[src/design/alu_consts.vh]
// Constants for the accumulator add/subtract datapath.
`ifndef ALU_CONSTS_VH
`define ALU_CONSTS_VH
// Operation codes.
`define OP_NOP 4'h0
`define OP_ADC_A 4'h1
`define OP_ADC_M 4'h2
`define OP_ADD_A 4'h3
`define OP_ADD_M 4'h4
`define OP_SBC_A 4'h5
`define OP_SUB_A 4'h6
`define OP_MOVI_M 4'h7
`define OP_LDA 4'h8
// System register window for immediate stores.
`define SYSREG_LO 8'h80
`define SYSREG_HI 8'h87
// Reset values.
`define ACC_RST 8'h00
`define CARRY_RST 1'b0
`endif

[src/design/acc_alu.v]
// Accumulator add/subtract and immediate-store execution unit.
`timescale 1ns/10ps
`include "alu_consts.vh"
// How it works
// - Add-with-carry forms accumulator plus memory byte plus the current carry.
// - After any add the carry becomes 1 on 8-bit overflow and 0 otherwise.
// - Plain add into the accumulator writes accumulator plus memory byte, ignoring the old carry.
// - Plain subtract writes accumulator minus memory byte into the accumulator.
// - After any subtract the carry becomes 0 on borrow and 1 when no borrow occurs.
// - Immediate stores to memory are accepted only for addresses 0x80 to 0x87.
module acc_alu (
	// Clock and reset
	input wire CLK,
	input wire ARST_N,
	// Instruction issue
	input wire OP_VALID,
	input wire [3:0] OP_CODE,
	input wire [7:0] OP_ADDR,
	input wire [7:0] OP_IMM,
	input wire [7:0] MEM_RDATA,
	// Results
	output reg [7:0] ACC,
	output reg CARRY,
	output reg MEM_WE,
	output reg [7:0] MEM_ADDR,
	output reg [7:0] MEM_WDATA,
	output reg OP_REJECT,
	output reg DONE
);
	wire [7:0] sum;
	wire cout;
	wire in_sysreg;
	reg sub;
	reg cin;
	reg op_adc;
	reg op_add;
	reg op_sbc;
	reg op_sub;
	reg op_store;
	reg op_load;
	reg to_mem;
	reg [7:0] acc_nxt;
	reg carry_nxt;
	reg we_nxt;
	reg [7:0] addr_nxt;
	reg [7:0] wdata_nxt;
	reg reject_nxt;
	reg done_nxt;

	// The window test looks at the issuing address, so a refused store never raises the write strobe.
	assign in_sysreg = (OP_ADDR >= `SYSREG_LO) && (OP_ADDR <= `SYSREG_HI);

	add_sub_core u_core (
		.a(ACC),
		.b(MEM_RDATA),
		.cin(cin),
		.sub(sub),
		.sum(sum),
		.cout(cout)
	);

	// Sort the operation into classes; an idle slot and an unknown code decode to nothing.
	// Memory-destination adds share the add classes and differ only in where the result lands.
	always @* begin
		op_adc = 1'b0;
		op_add = 1'b0;
		op_sbc = 1'b0;
		op_sub = 1'b0;
		op_store = 1'b0;
		op_load = 1'b0;
		to_mem = 1'b0;
		if (OP_VALID) begin
			case (OP_CODE)
				`OP_ADC_A: begin
					op_adc = 1'b1;
				end
				`OP_ADC_M: begin
					op_adc = 1'b1;
					to_mem = 1'b1;
				end
				`OP_ADD_A: begin
					op_add = 1'b1;
				end
				`OP_ADD_M: begin
					op_add = 1'b1;
					to_mem = 1'b1;
				end
				`OP_SBC_A: begin
					op_sbc = 1'b1;
				end
				`OP_SUB_A: begin
					op_sub = 1'b1;
				end
				`OP_MOVI_M: begin
					op_store = 1'b1;
				end
				`OP_LDA: begin
					op_load = 1'b1;
				end
				default: begin
					to_mem = 1'b0;
				end
			endcase
		end
	end

	// One adder serves every add and subtract class; only its operand sense and carry-in change.
	// Plain adds fall through with a zero carry-in, so an old carry cannot leak into the sum.
	always @* begin
		sub = 1'b0;
		cin = 1'b0;
		if (op_adc) begin
			cin = CARRY;
		end else if (op_sbc) begin
			// Borrow-style carry: a clear carry takes one more off.
			sub = 1'b1;
			cin = CARRY;
		end else if (op_sub) begin
			sub = 1'b1;
			cin = 1'b1;
		end
	end

	// Memory-destination adds leave the accumulator alone.
	always @* begin
		acc_nxt = ACC;
		if ((op_adc || op_add) && !to_mem) begin
			acc_nxt = sum;
		end else if (op_sbc || op_sub) begin
			acc_nxt = sum;
		end else if (op_load) begin
			acc_nxt = MEM_RDATA;
		end
	end

	// The adder's carry out reads as overflow for adds and as no-borrow for subtracts.
	always @* begin
		carry_nxt = CARRY;
		if (op_adc || op_add) begin
			carry_nxt = cout;
		end else if (op_sbc || op_sub) begin
			carry_nxt = cout;
		end
	end

	// Out-of-window stores are dropped rather than aliased into data memory.
	always @* begin
		we_nxt = 1'b0;
		wdata_nxt = sum;
		reject_nxt = 1'b0;
		if ((op_adc || op_add) && to_mem) begin
			we_nxt = 1'b1;
		end else if (op_store) begin
			if (in_sysreg) begin
				we_nxt = 1'b1;
				wdata_nxt = OP_IMM;
			end else begin
				reject_nxt = 1'b1;
			end
		end
	end

	// Address and completion follow every slot, so a refused store still reports as done.
	always @* begin
		addr_nxt = OP_ADDR;
		done_nxt = OP_VALID;
	end

	// Each output has a flip-flop of its own, so every port comes straight from a register.
	always @(posedge CLK or negedge ARST_N) begin
		if (!ARST_N) begin
			ACC <= `ACC_RST;
		end else begin
			ACC <= acc_nxt;
		end
	end

	always @(posedge CLK or negedge ARST_N) begin
		if (!ARST_N) begin
			CARRY <= `CARRY_RST;
		end else begin
			CARRY <= carry_nxt;
		end
	end

	// The strobe lasts one cycle because its next value defaults low on every slot.
	always @(posedge CLK or negedge ARST_N) begin
		if (!ARST_N) begin
			MEM_WE <= 1'b0;
		end else begin
			MEM_WE <= we_nxt;
		end
	end

	always @(posedge CLK or negedge ARST_N) begin
		if (!ARST_N) begin
			MEM_ADDR <= 8'h00;
		end else begin
			MEM_ADDR <= addr_nxt;
		end
	end

	always @(posedge CLK or negedge ARST_N) begin
		if (!ARST_N) begin
			MEM_WDATA <= 8'h00;
		end else begin
			MEM_WDATA <= wdata_nxt;
		end
	end

	always @(posedge CLK or negedge ARST_N) begin
		if (!ARST_N) begin
			OP_REJECT <= 1'b0;
		end else begin
			OP_REJECT <= reject_nxt;
		end
	end

	always @(posedge CLK or negedge ARST_N) begin
		if (!ARST_N) begin
			DONE <= 1'b0;
		end else begin
			DONE <= done_nxt;
		end
	end
endmodule // acc_alu

[src/design/add_sub_core.v]
// Combinational 8-bit adder/subtractor with carry in and carry out.
`timescale 1ns/10ps
module add_sub_core (
	input wire [7:0] a,
	input wire [7:0] b,
	input wire cin,
	input wire sub,
	output wire [7:0] sum,
	output wire cout
);
	wire [8:0] full;
	// Subtraction is a plus inverted b; carry out high then means no borrow.
	assign full = {1'b0, a} + {1'b0, (sub ? ~b : b)} + {8'h00, cin};
	assign sum = full[7:0];
	assign cout = full[8];
endmodule // add_sub_core

[config.mk]
export PLATFORM = sky130hd
export DESIGN_NAME = acc_alu
export DESIGN_NICKNAME = d
export VERILOG_FILES = /design/src/design/acc_alu.v /design/src/design/add_sub_core.v
export VERILOG_INCLUDE_DIRS = /design/src /design/src/design
export SDC_FILE = /design/constraint.sdc
export NUM_CORES = 1
export LEC_CHECK = 0
export ABC_AREA = 1
export BUFFER_PORTS_ARGS = -buffer_cell sky130_fd_sc_hd__buf_2
export CORE_ASPECT_RATIO = 0.8
export CORE_MARGIN = 2
export CORE_UTILIZATION = 25
export CTS_CLUSTER_DIAMETER = 30
export DETAILED_ROUTE_END_ITERATION = 10
export SLEW_MARGIN = 40
export SYNTH_ARGS = -nofsm -noshare
export SYNTH_HDL_FRONTEND = slang
export SYNTH_SLANG_ARGS = --single-unit
[constraint.sdc]
create_clock -name CLK -period 2.6 [get_ports CLK]
set_input_delay 0.26 -clock CLK [delete_from_list [all_inputs] [get_ports CLK]]
set_output_delay 0.26 -clock CLK [all_outputs]
set_load 0.05 [all_outputs]
==> impl_metrics.json, run 1 <==
{
  "ys_types": 27,
  "post_cts_buffers": 0,
  "fp.dieW_um": 96.2,
  "synth_edf_count": 0,
  "slew_violations": 0,
  "cap_violations": 0,
  "portBuffers": 58,
  "max_freq_mhz": 477,
  "dp_hpwl_mm": 3.67,
  "place.gp.congestion": 0.834,
  "vias": 1564,
  "pin_count": 59,
  "htree_levels": 1,
  "placed_cell_area_um2": 2100,
  "fill_cells": 707,
  "synth.cell_area_um2": 1700,
  "clockBufferDepth": 2,
  "rsz0062_at_grt": "false",
  "finalInstanceArea_um2": 2170,
  "finalSetupTns_ps": 0,
  "synth_seq_cells": 28,
  "start_util_pct": 26.3,
  "final_common_cell": "nand2_1",
  "fin_hold_ws_ps": -16.7,
  "wl_mm": 4.57,
  "violations": "negative hold slack",
  "clk_latency_ps": 290,
  "yosys.area_share.adder_pct": 8.24,
  "start_kind": "input pin",
  "cts_tree": "done",
  "rrSetupSlack_ps": 510,
  "grt_first_pass_wirelength_mm": 7.69,
  "wl_per_cell_um": 13.3,
  "cts_buffers": 3,
  "die_h_um": 77.8,
  "nets": 301,
  "synth_mux_area_share_pct": 0,
  "layout-drive-gt1-share_pct": 34.0,
  "ant_nets": 0,
  "grt_overflow_total": 0,
  "synth_warnings": 0,
  "drt-initial-drc-count": 64,
  "peakVddDrop_v": 0.000319,
  "antenna_found_initial": 0,
  "finalHoldViolCount": 16,
  "relSlewSlack_pct": 56.1,
  "path_class": "in -> reg",
  "root_buffer": "clkbuf_8",
  "synth_area_per_cell_um2": 8.63,
  "drc_errors": 0,
  "synth_top_family_by_area": "simple AND/OR/NAND/NOR gates",
  "fin_crit_sh_pct": 80.7,
  "async_flop_share_pct": 100,
  "grt_max_degree": 29,
  "r2r-end": "ACC[4]$_DFFE_PN0P_",
  "final_cell_mix": "59 x nand2_1, 58 x buf_2, 29 x nand3_1",
  "synthCells": 197,
  "cts_resized": 0,
  "worst_slew_pin_slew_ps": 653,
  "finClkSkew_ps": 15.0,
  "stdcell_count": 343,
  "reg2regPathDepth": 9,
  "setup_viol": 0,
  "end_kind": "flop",
  "first_global_vias": 1616,
  "n_antenna_cell": 0,
  "syn-num-nets": 238,
  "place_inst": 339,
  "hold_class": "in -> async",
  "post-route-min-period_ps": 2100,
  "status": "complete, but fails checks",
  "synth_ff_type": "dfrtp_1",
  "yosys.area_share.xor_xnor_pct": 5.67,
  "first_pass_iters": 4,
  "area_growth_syn_to_layout_pct": 27.4,
  "core_um2": 6470,
  "crit_required_ps": 2780,
  "cp_max_fo": 5,
  "yosys.area_share.simple_pct": 37.1,
  "cts_hold_buffers": 0,
  "fp.dieArea_um2": 7480,
  "viasPerCell": 4.56,
  "grt_usage_pct": 13.0,
  "pwr_density_cell_nw_per_um2": 1140,
  "synth_compound_area_share_pct": 2.28,
  "cts.clk_slew.worst_paths_ps": 110,
  "p_leak_uw": 0.00120,
  "rr_startpoint": "CARRY$_DFFE_PN0P_",
  "arrival_ps": 2280,
  "clkSinkCount": 28,
  "rows": 26,
  "seq_area_frac_synth_pct": 41.2
}
cells in the mapped netlist, types with 2 or more instances:
master | count | area share, %
a21oi_1 | 4 | 1.2
dfrtp_1 | 28 | 41
fa_1 | 2 | 2.4
ha_1 | 8 | 5.9
inv_1 | 17 | 3.8
inv_2 | 2 | 0.44
nand2_1 | 59 | 13
nand2_2 | 8 | 2.9
nand2_4 | 2 | 1.3
nand3_1 | 29 | 8.5
nand3_2 | 6 | 3.5
nand4_1 | 4 | 1.5
nand4_2 | 2 | 1.5
nor2_1 | 4 | 0.88
xnor2_1 | 8 | 4.1
xor2_1 | 3 | 1.5
power breakdown:
part	internal (µW)	switching, µW	total (µW)
combinational	400	1050	1450
sequential	578	90.3	668
clock	206	147	353
total	1180	1290	2470
worst max-delay path by stage:
stage	startpoint	to	depth (start not counted)
floorplan	OP_CODE[2]	ACC[4]$_DFFE_PN0P_	11
global placement	OP_CODE[3]	ACC[4]$_DFFE_PN0P_	12
detailed placement	OP_CODE[3]	ACC[4]$_DFFE_PN0P_	11
CTS	OP_CODE[3]	ACC[4]$_DFFE_PN0P_	11
global route	OP_CODE[3]	ACC[4]$_DFFE_PN0P_	11
finish	OP_CODE[3]	ACC[4]$_DFFE_PN0P_	11
state kept, by name, indices dropped and copies added, names as in the netlist:
register and flops:
DONE 1, OP_REJECT 1, CARRY 1, MEM_WE 1, MEM_WDATA 8, MEM_ADDR 8, ACC 8
metrics by stage:
stage | utilization, % | total power, µW | setup WS (ps)
finish | 33.5 | 2470 | 502
detailed placement | 32.4 | 2130 | 209
CTS | 33.5 | 2500 | 506
global placement | 32.4 | 2120 | 259
floorplan | - | 1770 | 263
global route | 33.5 | 2680 | 355
cell type report:
| type | instances | area, µm² | area share (%) |
|---|---|---|---|
| clock buffers | 3 | 41.3 | 1.91 |
| clock inverters | 1 | 30.0 | 1.39 |
| inverters | 21 | 86.3 | 3.98 |
| multi-input cells | 147 | 906 | 41.8 |
| flip-flops and latches | 28 | 701 | 32.3 |
| well taps | 84 | 105 | 4.85 |
| repair buffers | 59 | 298 | 13.7 |
cell families after synthesis:
family	count (synthesis)
flops	28
simple gates	119
fa+ha+maj	10
xor+xnor	11
compound gates	7
buf+inv	22
per-layer routing:
layer  up-vias  GRT usage, %  part of all wire, %
li1        766             -                    -
met1       745          18.4                   48
met2        51          20.5                   45
met3         2          3.11                  7.2
met4         0          1.43                 0.15
met5         -             0                    0
critical path, cell delays in order:
cell	delay, ps
buf_2	140
nor2_4	150
nand4_2	140
xnor2_1	170
fa_1	460
fa_1	450
nand2_1	100
nand3_1	100
xor2_1	180
nand2_2	80
nand3_2	60
Note: power is estimated with default switching activity, not from simulation.
==> run 2, diff against run 1 <==
==> constraint.sdc (replaced) <==
create_clock -name CLK -period 2 [get_ports CLK]
set_input_delay 0.2 -clock CLK [delete_from_list [all_inputs] [get_ports CLK]]
set_output_delay 0.2 -clock CLK [all_outputs]
set_load 0.05 [all_outputs]
==> run 2 against run 1 <==
Clock power increased by 28%. Design area grew 8.7%. Clock-buffer cell count unchanged. The flow now finishes without violations. Sequential power up 30%. Register-to-register slack worse by 380 ps. Total power up 35%. Combinational power is 39% higher. Clock skew shrank 4.7 ps. Flip-flop and latch count unchanged. Largest cell class unchanged. Die area unchanged. Global-route usage down 0.82 points.
==> impl_metrics.json, run 2 (synthesis results as in run 1) <==
{
  "start_util_pct": 26.3,
  "cp_max_fo": 3,
  "fill_cells": 677,
  "stdcell_count": 361,
  "cts_tree": "done",
  "drt-initial-drc-count": 67,
  "post_cts_buffers": 0,
  "min_path_cells": 1,
  "nets": 319,
  "grt_max_degree": 29,
  "layout-drive-gt1-share_pct": 40.4,
  "p_leak_uw": 0.00130,
  "worst_slew_pin_slew_ps": 636,
  "first_global_vias": 1565,
  "final_common_cell": "nand2_1",
  "reg_top3": "ACC: 8 flops, MEM_ADDR: 8 flops, MEM_WDATA: 8 flops",
  "wl_per_cell_um": 12.6,
  "fp.dieArea_um2": 7480,
  "place_inst": 356,
  "path_class": "reg -> reg",
  "rsz0062_at_grt": "false",
  "drc_errors": 0,
  "finalHoldViolCount": 0,
  "fp.dieW_um": 96.2,
  "reg2regPathDepth": 10,
  "die_h_um": 77.8,
  "layout_setup_ws_ps": 135,
  "cap_violations": 0,
  "clockBufferDepth": 2,
  "finClkSkew_ps": 10.3,
  "n_antenna_cell": 0,
  "grt_first_pass_wirelength_mm": 7.24,
  "viasPerCell": 4.40,
  "arrival_ps": 2040,
  "core_um2": 6470,
  "portBuffers": 58,
  "clk_latency_ps": 280,
  "peakVddDrop_v": 0.000409,
  "power.total_uw": 3330,
  "fin_hold_ws_ps": 27.1,
  "pwr_density_cell_nw_per_um2": 1410,
  "fin_crit_sh_pct": 93.3,
  "finalSetupTns_ps": 0,
  "antenna_found_initial": 0,
  "wl_mm": 4.55,
  "grt_overflow_total": 0,
  "hold_class": "in -> reg",
  "area_growth_syn_to_layout_pct": 38.5,
  "root_buffer": "clkbuf_8",
  "first_pass_iters": 4,
  "max_freq_mhz": 536,
  "htree_levels": 1,
  "start_kind": "flop",
  "place_ws_ps": -248,
  "rows": 26,
  "final_cell_mix": "58 x nand2_1, 57 x buf_2, 27 x dfrtp_1, 27 x nand3_1, 18 x buf_4",
  "place.gp.congestion": 0.888,
  "status": "complete, no violations",
  "clkSinkCount": 28,
  "setup_viol": 0,
  "dp_hpwl_mm": 3.63,
  "vias": 1587,
  "relSlewSlack_pct": 57.6,
  "grt_usage_pct": 12.1,
  "cts_buffers": 3,
  "crit_required_ps": 2170,
  "ant_nets": 0,
  "slew_violations": 0,
  "cts.clk_slew.worst_paths_ps": 100,
  "post-route-min-period_ps": 1870,
  "end_kind": "flop",
  "pin_count": 59
}
[run 2: cell count changes in the layout (fill, tap and decap cells not counted), sizes merged]
cell         change
clkbuf           +1
buf             +16
dlygate4sd3      +1
[run 2: critical path, cell delays in order (launching register included)]
cell and delay [ps]:
dfrtp_2 420, inv_1 60, a21oi_1 70, fa_2 360
fa_2 380, nand3_2 100, nand3_1 80, nand2_1 70
nand2_1 70, nand2_2 70, nand3_2 60
[run 2: metrics by stage]
stage | utilization, % | instance area (µm²)
after global routing | 36.4 | 2350
after CTS | 36.3 | 2350
after global placement | 35.0 | 2270
after floorplan | - | 1750
after detailed placement | 35.0 | 2270
final | 36.4 | 2350
[run 2: worst paths after layout]
check / slack (ps) / endpoint / startpoint
min: 30 / MEM_ADDR[0]$_DFF_PN0_ / OP_ADDR[0]
max in group asynchronous: 1080 / CARRY$_DFFE_PN0P_ / ARST_N
min reg2reg: 560 / ACC[5]$_DFFE_PN0P_ / ACC[5]$_DFFE_PN0P_
max reg2reg: 130 / ACC[6]$_DFFE_PN0P_ / CARRY$_DFFE_PN0P_
min in group asynchronous: 460 / MEM_WDATA[5]$_DFF_PN0_ / ARST_N
max: 130 / ACC[6]$_DFFE_PN0P_ / CARRY$_DFFE_PN0P_
[run 2: layer usage]
metal | track usage [%] | vias up | wire, µm
li1 | - | 799 | -
met1 | 16.8 | 742 | 2120
met2 | 19.4 | 46 | 2070
met3 | 3.01 | 0 | 359
met4 | 1.86 | 0 | 0
met5 | 0 | - | 0
[run 2: layout make-up]
class                      count  area (µm²)  share of cell area (%)
tap                           84         105                    4.46
inverter                      21        98.8                    4.20
sequential                    28         702                    29.8
timing repair buffer          77         438                    18.6
clock inverter                 1        30.0                    1.28
clock buffer                   3        41.3                    1.75
multi-input combinational    147         940                    39.9
[run 2: repair_timing]
item,CTS,global route
endpoints found under the hold margin,28,0
gates resized for setup,0,2
hold buffers,1,0
setup endpoints to repair,0,5
[run 2: report_power, final]
part / internal (µW) / leakage, µW / switching [µW]
clock: 268 / 0.0000357 / 184
sequential: 753 / 0.000337 / 118
combinational: 603 / 0.000923 / 1410
total: 1620 / 0.00130 / 1710
